==> src/rtl/e1os_defs.vh <==
// constants for the e1 overhead source and line mode block
// ----------------------------------------------------------------
// ----------------------------------------------------------------
`ifndef E1OS_DEFS_VH
`define E1OS_DEFS_VH

// register indices, byte address is four times the index
`define E1OS_IDX_MODE 9'h000
`define E1OS_IDX_FRMCTL 9'h001
`define E1OS_IDX_OHSRC 9'h002
`define E1OS_IDX_AFR 9'h003
`define E1OS_IDX_NAFR 9'h004
`define E1OS_IDX_ALIGN_SI_ENABLE 9'h005
`define E1OS_IDX_NONALIGN_SI_ENABLE 9'h006
`define E1OS_IDX_SA4 9'h007
`define E1OS_IDX_SA8 9'h00b
`define E1OS_IDX_RXLINE 9'h00c
`define E1OS_IDX_TXLINE 9'h00d
`define E1OS_IDX_CLKCTL 9'h00e
`define E1OS_IDX_STATUS 9'h00f
`define E1OS_IDX_TUNA1 9'h195
`define E1OS_IDX_TUNB1 9'h199
`define E1OS_IDX_TUNA2 9'h1a5
`define E1OS_IDX_TUNB2 9'h1a9
`define E1OS_IDX_PAGE 9'h1ff

// field positions
`define E1OS_MODE_TX_LSB 0
`define E1OS_MODE_RX_LSB 2
`define E1OS_FRM_PASS 0
`define E1OS_FRM_CRC4 1
`define E1OS_FRM_SIS 2
`define E1OS_OH_ALIGN_SI_ENABLE 0
`define E1OS_OH_NONALIGN_SI_ENABLE 1
`define E1OS_OH_SA_LSB 2
`define E1OS_TXL_LBO_LSB 3
`define E1OS_ST_AF 0
`define E1OS_ST_MF 1
`define E1OS_ST_OVR 2
`define E1OS_ST_RXOK 3
`define E1OS_ST_TXOK 4

// line modes and codes
`define E1OS_LM_E1 2'h1
`define E1OS_LM_2048 2'h2
`define E1OS_LM_6312 2'h3
`define E1OS_IMP_75 3'h0
`define E1OS_IMP_120 3'h3
`define E1OS_LBO_75 3'h0
`define E1OS_LBO_120 3'h1
`define E1OS_PAGE_OPEN 8'h01

// reset values and fixed patterns
`define E1OS_RST_BYTE 8'h00
`define E1OS_RST_MODE 2'h0
`define E1OS_MFAS_PAT 8'h2f
`define E1OS_LAST_BIT 8'hff

`endif

==> src/rtl/e1os_fifo.v <==
// small flip-flop fifo with a registered output stage
`timescale 1ns/1ps
module e1os_fifo #(
  parameter WIDTH = 1,
  parameter DEPTH = 16,
  parameter AW = 4
) (
  // clock and reset
  input wire mclk,
  input wire rst,
  // fill side
  input wire in_valid,
  output wire in_ready,
  input wire [WIDTH-1:0] in_data,
  // drain side
  output reg out_valid,
  input wire out_ready,
  output reg [WIDTH-1:0] out_data
);
  reg [WIDTH-1:0] mem [0:DEPTH-1];
  reg [AW-1:0] wr_reg;
  reg [AW-1:0] rd_reg;
  reg [AW:0] cnt_reg;
  wire push;
  wire pop;
  integer i;

  assign in_ready = (cnt_reg != DEPTH[AW:0]);
  assign push = in_valid & in_ready;
  // refill the output stage whenever it is empty or being taken
  assign pop = (cnt_reg != {(AW+1){1'b0}}) & (~out_valid | out_ready);

  always @(posedge mclk or posedge rst) begin
    if (rst) begin
      wr_reg <= {AW{1'b0}};
      rd_reg <= {AW{1'b0}};
      cnt_reg <= {(AW+1){1'b0}};
      out_valid <= 1'b0;
      out_data <= {WIDTH{1'b0}};
      for (i = 0; i < DEPTH; i = i + 1) begin
        mem[i] <= {WIDTH{1'b0}};
      end
    end else begin
      if (push) begin
        mem[wr_reg] <= in_data;
        wr_reg <= wr_reg + 1'b1;
      end
      if (pop) begin
        out_data <= mem[rd_reg];
        rd_reg <= rd_reg + 1'b1;
        out_valid <= 1'b1;
      end else if (out_ready) begin
        out_valid <= 1'b0;
      end
      if (push & ~pop) begin
        cnt_reg <= cnt_reg + 1'b1;
      end else if (pop & ~push) begin
        cnt_reg <= cnt_reg - 1'b1;
      end
    end
  end
endmodule // e1os_fifo

==> src/rtl/e1os_top.v <==
// e1 transmit overhead source selection, line modes and apb registers
//
// The APB slave port was left to the implementer.
`timescale 1ns/1ps
`include "e1os_defs.vh"
module e1os_top (
  // clock and reset
  input wire mclk,
  input wire rst,
  // apb slave
  input wire psel,
  input wire penable,
  input wire pwrite,
  input wire [11:0] paddr,
  input wire [31:0] pwdata,
  output reg pready,
  output reg pslverr,
  output reg [31:0] prdata,
  // line side pins
  input wire tx_line_clock_pin,
  input wire tx_serial_in_pin,
  // formatted bit stream to the line encoder
  output wire tx_bit_data,
  output wire tx_bit_valid,
  input wire tx_bit_ready,
  // line configuration to the analog front end
  output reg [1:0] rx_line_mode,
  output reg [1:0] tx_line_mode,
  output reg [2:0] rx_impedance_code,
  output reg [2:0] tx_impedance_code,
  output reg [2:0] line_buildout_code,
  output reg [7:0] tuning_a_channel_one,
  output reg [7:0] tuning_b_channel_one,
  output reg [7:0] tuning_a_channel_two,
  output reg [7:0] tuning_b_channel_two
);
  // ----------------------------------------------------------------
  // software registers
  // ----------------------------------------------------------------
  reg [2:0] tx_framer_control_four;
  reg [6:0] overhead_source_control;
  reg [7:0] align_frame_overhead_reg;
  reg [7:0] nonalign_frame_overhead_reg;
  reg [7:0] align_si_reg;
  reg [7:0] nonalign_si_reg;
  reg [39:0] sa_channel_reg;
  reg [7:0] hidden_page_select;
  reg tx_clock_invert;
  reg af_flag_reg;
  reg mf_flag_reg;
  reg ovr_flag_reg;

  // ----------------------------------------------------------------
  // framer state
  // ----------------------------------------------------------------
  reg [7:0] af_sh_reg;
  reg [7:0] naf_sh_reg;
  reg [7:0] align_si_enable_sh_reg;
  reg [7:0] nonalign_si_enable_sh_reg;
  reg [39:0] sa_sh_reg;
  reg [7:0] bit_cnt_reg;
  reg [3:0] frame_cnt_reg;
  reg [3:0] crc_reg;
  reg [3:0] crc_hold_reg;
  reg clk_prev_reg;
  reg pend_reg;
  reg pin_hold_reg;

  wire framing_passthrough = tx_framer_control_four[`E1OS_FRM_PASS];
  wire tx_crc4_mode = tx_framer_control_four[`E1OS_FRM_CRC4];
  wire si_source_select = tx_framer_control_four[`E1OS_FRM_SIS];
  wire align_si_enable = overhead_source_control[`E1OS_OH_ALIGN_SI_ENABLE];
  wire nonalign_si_enable = overhead_source_control[`E1OS_OH_NONALIGN_SI_ENABLE];
  wire [4:0] sa_channel_enable = overhead_source_control[6:2];

  // ----------------------------------------------------------------
  // line configuration checks
  // ----------------------------------------------------------------
  reg rx_ok;
  reg tx_ok;
  always @* begin
    rx_ok = 1'b1;
    if (rx_line_mode == `E1OS_LM_2048) begin
      rx_ok = (rx_impedance_code == `E1OS_IMP_75) | (rx_impedance_code == `E1OS_IMP_120);
    end else if (rx_line_mode == `E1OS_LM_6312) begin
      rx_ok = (rx_impedance_code == `E1OS_IMP_75);
    end
    tx_ok = 1'b1;
    if (tx_line_mode == `E1OS_LM_2048) begin
      tx_ok = ((tx_impedance_code == `E1OS_IMP_75) | (tx_impedance_code == `E1OS_IMP_120)) &
              ((line_buildout_code == `E1OS_LBO_75) | (line_buildout_code == `E1OS_LBO_120));
    end
  end

  // ----------------------------------------------------------------
  // line clock sampling
  // ----------------------------------------------------------------
  wire clk_rise = ~clk_prev_reg & tx_line_clock_pin;
  wire clk_fall = clk_prev_reg & ~tx_line_clock_pin;
  wire strobe = tx_clock_invert ? clk_rise : clk_fall;
  wire fifo_in_ready;
  wire step = pend_reg & fifo_in_ready;
  wire run_e1 = (tx_line_mode == `E1OS_LM_E1);
  wire run_2048 = (tx_line_mode == `E1OS_LM_2048);

  // ----------------------------------------------------------------
  // overhead source selection
  // ----------------------------------------------------------------
  wire ts0 = (bit_cnt_reg[7:3] == 5'h00);
  wire [2:0] pos = bit_cnt_reg[2:0];
  wire [2:0] oh_idx = 3'd7 - pos;
  wire is_align = ~frame_cnt_reg[0];
  wire [2:0] mf_idx = 3'd7 - frame_cnt_reg[3:1];
  wire [2:0] sa_ch = pos - 3'd3;
  wire [5:0] sa_idx = {sa_ch, mf_idx};
  wire [1:0] c_idx = 2'd3 - frame_cnt_reg[2:1];
  wire [7:0] mfas_pat = `E1OS_MFAS_PAT;
  reg out_bit;
  reg crc_in;

  // each position of time slot zero picks its own source
  always @* begin
    out_bit = pin_hold_reg;
    if (ts0 & is_align) begin
      if (pos == 3'd0) begin
        if (align_si_enable) begin
          out_bit = align_si_enable_sh_reg[mf_idx];
        end else if (tx_crc4_mode) begin
          out_bit = crc_hold_reg[c_idx];
        end else if (~si_source_select | framing_passthrough) begin
          out_bit = pin_hold_reg;
        end else begin
          out_bit = af_sh_reg[oh_idx];
        end
      end else begin
        out_bit = framing_passthrough ? pin_hold_reg : af_sh_reg[oh_idx];
      end
    end else if (ts0) begin
      if (pos == 3'd0) begin
        if (nonalign_si_enable) begin
          out_bit = nonalign_si_enable_sh_reg[mf_idx];
        end else if (tx_crc4_mode) begin
          out_bit = mfas_pat[mf_idx];
        end else if (~si_source_select | framing_passthrough) begin
          out_bit = pin_hold_reg;
        end else begin
          out_bit = naf_sh_reg[oh_idx];
        end
      end else if ((pos >= 3'd3) && sa_channel_enable[sa_ch]) begin
        out_bit = sa_sh_reg[sa_idx];
      end else begin
        out_bit = framing_passthrough ? pin_hold_reg : naf_sh_reg[oh_idx];
      end
    end
    // c bit slots count as zero in the checksum
    crc_in = (tx_crc4_mode & ts0 & is_align & (pos == 3'd0)) ? 1'b0 : out_bit;
  end

  wire crc_fb = crc_reg[3] ^ crc_in;
  wire [3:0] crc_nx = {crc_reg[2:0], 1'b0} ^ {2'b00, crc_fb, crc_fb};
  wire last_bit = (bit_cnt_reg == `E1OS_LAST_BIT);
  wire af_start = last_bit & frame_cnt_reg[0];
  wire mf_start = last_bit & (frame_cnt_reg == 4'hf);
  wire smf_end = last_bit & (frame_cnt_reg[2:0] == 3'h7);
  // 2048 mode is unframed all ones
  wire fifo_bit = run_2048 ? 1'b1 : out_bit;

  // ----------------------------------------------------------------
  // framer sequencing
  // ----------------------------------------------------------------
  always @(posedge mclk or posedge rst) begin
    if (rst) begin
      clk_prev_reg <= 1'b0;
      pend_reg <= 1'b0;
      pin_hold_reg <= 1'b0;
      bit_cnt_reg <= 8'h00;
      frame_cnt_reg <= 4'h0;
      crc_reg <= 4'h0;
      crc_hold_reg <= 4'h0;
      af_sh_reg <= `E1OS_RST_BYTE;
      naf_sh_reg <= `E1OS_RST_BYTE;
      align_si_enable_sh_reg <= `E1OS_RST_BYTE;
      nonalign_si_enable_sh_reg <= `E1OS_RST_BYTE;
      sa_sh_reg <= {5{`E1OS_RST_BYTE}};
    end else begin
      clk_prev_reg <= tx_line_clock_pin;
      // a strobe waits in pend while the fifo is full
      if (strobe & (run_e1 | run_2048)) begin
        pend_reg <= 1'b1;
        pin_hold_reg <= tx_serial_in_pin;
      end else if (step | ~(run_e1 | run_2048)) begin
        pend_reg <= 1'b0;
      end
      if (step & run_e1) begin
        bit_cnt_reg <= bit_cnt_reg + 8'h01;
        if (last_bit) begin
          frame_cnt_reg <= frame_cnt_reg + 4'h1;
        end
        if (smf_end) begin
          crc_hold_reg <= crc_nx;
          crc_reg <= 4'h0;
        end else begin
          crc_reg <= crc_nx;
        end
        if (af_start) begin
          af_sh_reg <= align_frame_overhead_reg;
          naf_sh_reg <= nonalign_frame_overhead_reg;
        end
        if (mf_start) begin
          align_si_enable_sh_reg <= align_si_reg;
          nonalign_si_enable_sh_reg <= nonalign_si_reg;
          sa_sh_reg <= sa_channel_reg;
        end
      end
    end
  end

  e1os_fifo #(
    .WIDTH(1),
    .DEPTH(16),
    .AW(4)
  ) u_fifo (
    .mclk(mclk),
    .rst(rst),
    .in_valid(step),
    .in_ready(fifo_in_ready),
    .in_data(fifo_bit),
    .out_valid(tx_bit_valid),
    .out_ready(tx_bit_ready),
    .out_data(tx_bit_data)
  );

  // ----------------------------------------------------------------
  // apb slave
  // ----------------------------------------------------------------
  wire [8:0] idx = paddr[10:2];
  wire setup = psel & ~penable;
  wire wr_go = psel & penable & pready & pwrite;
  wire page_open = (hidden_page_select == `E1OS_PAGE_OPEN);
  wire clr_af = wr_go & (idx == `E1OS_IDX_STATUS) & pwdata[`E1OS_ST_AF];
  wire clr_mf = wr_go & (idx == `E1OS_IDX_STATUS) & pwdata[`E1OS_ST_MF];
  wire clr_ovr = wr_go & (idx == `E1OS_IDX_STATUS) & pwdata[`E1OS_ST_OVR];
  wire [2:0] sa_w = idx[2:0] - 3'd7;
  reg [31:0] rd_next;
  reg hit;

  always @* begin
    rd_next = 32'h0000_0000;
    hit = ~paddr[11];
    case (idx)
      `E1OS_IDX_MODE: rd_next[3:0] = {rx_line_mode, tx_line_mode};
      `E1OS_IDX_FRMCTL: rd_next[2:0] = tx_framer_control_four;
      `E1OS_IDX_OHSRC: rd_next[6:0] = overhead_source_control;
      `E1OS_IDX_AFR: rd_next[7:0] = align_frame_overhead_reg;
      `E1OS_IDX_NAFR: rd_next[7:0] = nonalign_frame_overhead_reg;
      `E1OS_IDX_ALIGN_SI_ENABLE: rd_next[7:0] = align_si_reg;
      `E1OS_IDX_NONALIGN_SI_ENABLE: rd_next[7:0] = nonalign_si_reg;
      9'h007, 9'h008, 9'h009, 9'h00a, `E1OS_IDX_SA8: rd_next[7:0] = sa_channel_reg[{sa_w, 3'b000} +: 8];
      `E1OS_IDX_RXLINE: rd_next[2:0] = rx_impedance_code;
      `E1OS_IDX_TXLINE: rd_next[5:0] = {line_buildout_code, tx_impedance_code};
      `E1OS_IDX_CLKCTL: rd_next[0] = tx_clock_invert;
      `E1OS_IDX_STATUS: rd_next[4:0] = {tx_ok, rx_ok, ovr_flag_reg, mf_flag_reg, af_flag_reg};
      `E1OS_IDX_TUNA1: rd_next[7:0] = tuning_a_channel_one;
      `E1OS_IDX_TUNB1: rd_next[7:0] = tuning_b_channel_one;
      `E1OS_IDX_TUNA2: rd_next[7:0] = tuning_a_channel_two;
      `E1OS_IDX_TUNB2: rd_next[7:0] = tuning_b_channel_two;
      `E1OS_IDX_PAGE: rd_next[7:0] = hidden_page_select;
      default: hit = 1'b0;
    endcase
    if (paddr[1:0] != 2'b00) begin
      hit = 1'b0;
    end
  end

  always @(posedge mclk or posedge rst) begin
    if (rst) begin
      pready <= 1'b0;
      pslverr <= 1'b0;
      prdata <= 32'h0000_0000;
      rx_line_mode <= `E1OS_RST_MODE;
      tx_line_mode <= `E1OS_RST_MODE;
      tx_framer_control_four <= 3'h0;
      overhead_source_control <= 7'h00;
      align_frame_overhead_reg <= `E1OS_RST_BYTE;
      nonalign_frame_overhead_reg <= `E1OS_RST_BYTE;
      align_si_reg <= `E1OS_RST_BYTE;
      nonalign_si_reg <= `E1OS_RST_BYTE;
      sa_channel_reg <= {5{`E1OS_RST_BYTE}};
      rx_impedance_code <= 3'h0;
      tx_impedance_code <= 3'h0;
      line_buildout_code <= 3'h0;
      tx_clock_invert <= 1'b0;
      tuning_a_channel_one <= `E1OS_RST_BYTE;
      tuning_b_channel_one <= `E1OS_RST_BYTE;
      tuning_a_channel_two <= `E1OS_RST_BYTE;
      tuning_b_channel_two <= `E1OS_RST_BYTE;
      hidden_page_select <= `E1OS_RST_BYTE;
      af_flag_reg <= 1'b0;
      mf_flag_reg <= 1'b0;
      ovr_flag_reg <= 1'b0;
    end else begin
      // answer in the first access cycle, one wait-free transfer
      pready <= setup;
      if (setup) begin
        // refused reads return zero, not the aliased index
        prdata <= (pwrite | ~hit) ? 32'h0000_0000 : rd_next;
        pslverr <= ~hit;
      end else begin
        pslverr <= 1'b0;
      end
      // latched flags: a new event beats a same-cycle clear
      af_flag_reg <= (step & run_e1 & af_start) | (af_flag_reg & ~clr_af);
      mf_flag_reg <= (step & run_e1 & mf_start) | (mf_flag_reg & ~clr_mf);
      ovr_flag_reg <= (strobe & pend_reg & ~step) | (ovr_flag_reg & ~clr_ovr);
      if (wr_go & hit) begin
        case (idx)
          `E1OS_IDX_MODE: begin
            rx_line_mode <= pwdata[`E1OS_MODE_RX_LSB +: 2];
            // no 6312 transmit mode: such a write keeps the old mode
            if (pwdata[`E1OS_MODE_TX_LSB +: 2] != `E1OS_LM_6312) begin
              tx_line_mode <= pwdata[`E1OS_MODE_TX_LSB +: 2];
            end
          end
          `E1OS_IDX_FRMCTL: tx_framer_control_four <= pwdata[2:0];
          `E1OS_IDX_OHSRC: overhead_source_control <= pwdata[6:0];
          `E1OS_IDX_AFR: align_frame_overhead_reg <= pwdata[7:0];
          `E1OS_IDX_NAFR: nonalign_frame_overhead_reg <= pwdata[7:0];
          `E1OS_IDX_ALIGN_SI_ENABLE: align_si_reg <= pwdata[7:0];
          `E1OS_IDX_NONALIGN_SI_ENABLE: nonalign_si_reg <= pwdata[7:0];
          9'h007, 9'h008, 9'h009, 9'h00a, `E1OS_IDX_SA8: sa_channel_reg[{sa_w, 3'b000} +: 8] <= pwdata[7:0];
          `E1OS_IDX_RXLINE: rx_impedance_code <= pwdata[2:0];
          `E1OS_IDX_TXLINE: begin
            tx_impedance_code <= pwdata[2:0];
            line_buildout_code <= pwdata[`E1OS_TXL_LBO_LSB +: 3];
          end
          `E1OS_IDX_CLKCTL: tx_clock_invert <= pwdata[0];
          `E1OS_IDX_PAGE: hidden_page_select <= pwdata[7:0];
          // tuning locations only take writes while the page is open
          `E1OS_IDX_TUNA1: if (page_open) tuning_a_channel_one <= pwdata[7:0];
          `E1OS_IDX_TUNB1: if (page_open) tuning_b_channel_one <= pwdata[7:0];
          `E1OS_IDX_TUNA2: if (page_open) tuning_a_channel_two <= pwdata[7:0];
          `E1OS_IDX_TUNB2: if (page_open) tuning_b_channel_two <= pwdata[7:0];
          default: begin
          end
        endcase
      end
    end
  end
endmodule // e1os_top

==> config.mk <==
export PLATFORM = sky130hd
export DESIGN_NAME = e1os_top
export DESIGN_NICKNAME = d
export VERILOG_FILES = /design/src/rtl/e1os_fifo.v /design/src/rtl/e1os_top.v
export VERILOG_INCLUDE_DIRS = /design/src /design/src/rtl
export SDC_FILE = /design/constraint.sdc
export NUM_CORES = 1
export LEC_CHECK = 0
export BUFFER_PORTS_ARGS = -buffer_cell sky130_fd_sc_hd__buf_2
export CAP_MARGIN = 5
export CORE_UTILIZATION = 64
export CTS_CLUSTER_SIZE = 8
export DETAILED_ROUTE_END_ITERATION = 6
export PLACE_DENSITY_LB_ADDON = 0.12
export SLEW_MARGIN = 20
export SYNTH_ARGS = -nofsm -noshare
export SYNTH_HDL_FRONTEND = slang
export SYNTH_HIERARCHICAL = 1
export SYNTH_SLANG_ARGS = --single-unit
export TNS_END_PERCENT = 50
==> constraint.sdc <==
create_clock -name mclk -period 16.6 [get_ports mclk]
set_input_delay 0.83 -clock mclk [delete_from_list [all_inputs] [get_ports mclk]]
set_output_delay 0.83 -clock mclk [all_outputs]
set_load 0.01 [all_outputs]
==> results.yml <==
place:
  place_inst: 1411
  numPortBuffers: 84
  hpwl_um: 23100
  dp_slack_ps: 11760
  gp_congestion: 0.905
logic_synthesis:
  synth_top_cell_by_area: "dfrtp_1"
  synth_edf_count: 0
  ys_ff_latch: 275
  yosysUniqueCellTypes: 75
  synth_top_area_share_pct: 49.8
  synth.most_common_cell: "dfrtp_1"
  synthesis.area_um2: 13800
  synthTopCellsByCount: "275 x dfrtp_1, 172 x mux2_2, 78 x nand2_1, 47 x inv_1, 42 x mux2i_1"
  synth_area_leaders: "dfrtp_1 50%, mux2_2 14%, mux4_2 4.2%"
  yosysSeqAreaShare_pct: 49.8
  synthArstFlopShare_pct: 100
  syn_inst: 1103
  synth_ff_type: "dfrtp_1"
  synth.yosys.warnings: 6
  synth.avg_cell_area_um2: 12.5
setup_path:
  worstSetupPathType: "input port to register"
  crit_required_ps: 16980
  crit_arrival_ps: 4830
  endpoint_kind: "register"
  worstPathMaxFanout: 15
  start_kind: "input port"
detailed_routing:
  wire_per_inst_um: 23.4
  num_vias: 9437
  totalWireLength_um: 34000
  first_pass_iters: 7
  ant_nets: 0
  drcViolationCount: 0
  drt-initial-drc-count: 968
  viasPerCell: 6.49
sta:
  final_hold_viol_count: 0
  fmax_ghz: 0.225
  rsz0062_at_grt: "false"
  setup-tns-final_ps: 0
  slew_violations: 0
  setup_viol: 0
  hold_ws_ps: 437
  max-slew-margin-rel_pct: 23.0
  worst_slack_ps: 12150
  finalClockSkew_ps: 11.1
  fin_crit_ps: 4450
  period_share_pct: 26.8
  worst_pin_slew_ps: 1150
floorplan:
  rows: 53
  coreArea_um2: 21100
  initial_utilization_pct: 65.6
  io_pins: 133
  die_area_um2: 22200
  die_y_um: 149
  die_w_um: 149
grt:
  grt.total_usage_pct: 31.8
  grt_overflow: 0
  grt_pass1_wl_um: 53500
  antenna_found_initial: 0
  grt_pass1_vias: 9727
  grt_max_degree: 99
clock_tree:
  htree_levels: 2
  clock_sinks: 275
  post_cts_buffers: 0
  cts_tree: "yes"
  clock_path_buffers: 3
  cts_hold_buf: 0
  cts_made_buffers: 40
  clk_latency_ps: 510
  post_cts_resize_count: 0
  cts-root-buf: "clkbuf_16"
  cts.clk_slew.worst_paths_ps: 50
layout:
  n_antenna_cell: 0
  fillCellCount: 1486
  final_layout_size_suffix_gt1_share_pct: 34.1
  syn_to_final_growth_pct: 11.0
  nNetsFinal: 1253
  fin_cells: 1455
hold_path:
  worst_hold_path_type: "input port to asynchronous set/reset pin"
job:
  cap_viol_max_count: 0
power_and_ir_drop:
  ir_drop_uv: 80.9
  cellLeakagePower_nw: 7.62
  power_density_nw_per_um2: 107
run_status:
  status: "complete, no violations"
per-stage QoR:
| step | instance area (um^2) | util [%] | power (mW) |
|---|---|---|---|
| finish | 15300 | 72.8 | 1.64 |
| global route | 15300 | 72.8 | 1.71 |
| CTS | 15300 | 72.7 | 1.65 |
| detailed placement | 14300 | 67.8 | 0.948 |
| global placement | 14300 | 67.8 | 0.938 |
| floorplan | 13900 | - | 0.906 |
worst max-delay path: stages:
cell and delay (ps):
buf_2 310, ha_1 570, nand2_1 270, nor4_4 840, nor3_2 150, o2111ai_2 160
and3_1 700, and3_4 490, nand2_8 130, mux2_4 360
layer usage:
layer	vias up	track usage [%]	share of wire (%)
met1	4817	43.6	42
met3	88	7.09	8.2
met2	406	51.5	48
met4	0	8.01	2.3
li1	4126	-	-
met5	-	0	0
cells in the final DEF, fill, tap and decap left out, drive strengths merged, types with 7 or more instances in the layout:
cell | Yosys | final
nor2 | 34 | 34
xnor2 | 15 | 15
nand2b | 7 | 7
ha | 22 | 22
a221oi | 7 | 7
clkbuf | 34 | 41
a22o | 11 | 11
mux2 | 205 | 205
nand4 | 18 | 18
a222oi | 8 | 8
nand2 | 85 | 85
buf | 47 | 91
nor3 | 12 | 12
a21oi | 16 | 16
mux4 | 26 | 26
nor2b | 8 | 8
o21ai | 24 | 24
inv | 47 | 49
conb | 1 | 24
dfrtp | 275 | 275
o211ai | 7 | 7
a31oi | 7 | 7
a22oi | 29 | 29
nand3 | 30 | 30
mux2i | 42 | 42
layout make-up:
cell class              instances  area [um^2]  area share, %
flip-flops and latches        275         6880           44.8
multi-input cells             722         6410           41.7
clock buffers                  41         1030           6.69
repair buffers                 91          477           3.11
well taps                     275          344           2.24
inverters                      48          188           1.22
clock inverters                 3         25.0          0.163
logic make-up after synthesis:
group	after synthesis	synth area share (%)
other	1	0.0271
AOI/OAI and AO/OA	145	7.66
xor gates and xnor gates	20	1.27
adders and majority gates	23	2.13
muxes	273	24.9
buffers and inverters	129	4.64
and+or+nand+nor	237	9.65
DFF	275	49.8
power breakdown:
part / internal, mW / leakage, nW / switching, mW
Sequential: 0.709 / 3.63 / 0.0416
Combinational: 0.0882 / 3.47 / 0.102
Clock: 0.432 / 0.514 / 0.270
Total: 1.23 / 7.62 / 0.414
worst paths after layout:
| kind | from | to | slack, ps | depth (start not counted) |
|---|---|---|---|---|
| setup / recovery | paddr[2] | tuning_b_channel_two[6]$_DFFE_PP0P_ | 12150 | 10 |
| hold / removal | rst | bit_cnt_reg[4]$_DFFE_PP0P_ | 440 | 2 |
| setup reg to reg | bit_cnt_reg[0]$_DFFE_PP0P_ | crc_hold_reg[1]$_DFFE_PP0P_ | 13130 | 10 |
| hold reg to reg | prdata[3]$_DFFE_PP0P_ | prdata[3]$_DFFE_PP0P_ | 480 | 1 |
| max in group asynchronous | rst | align_si_enable_sh_reg[2]$_DFFE_PP0P_ | 14140 | 4 |
| min in group mclk | tx_line_clock_pin | clk_prev_reg$_DFF_PP0_ | 460 | 1 |
Power figures use the tool's default switching activity.
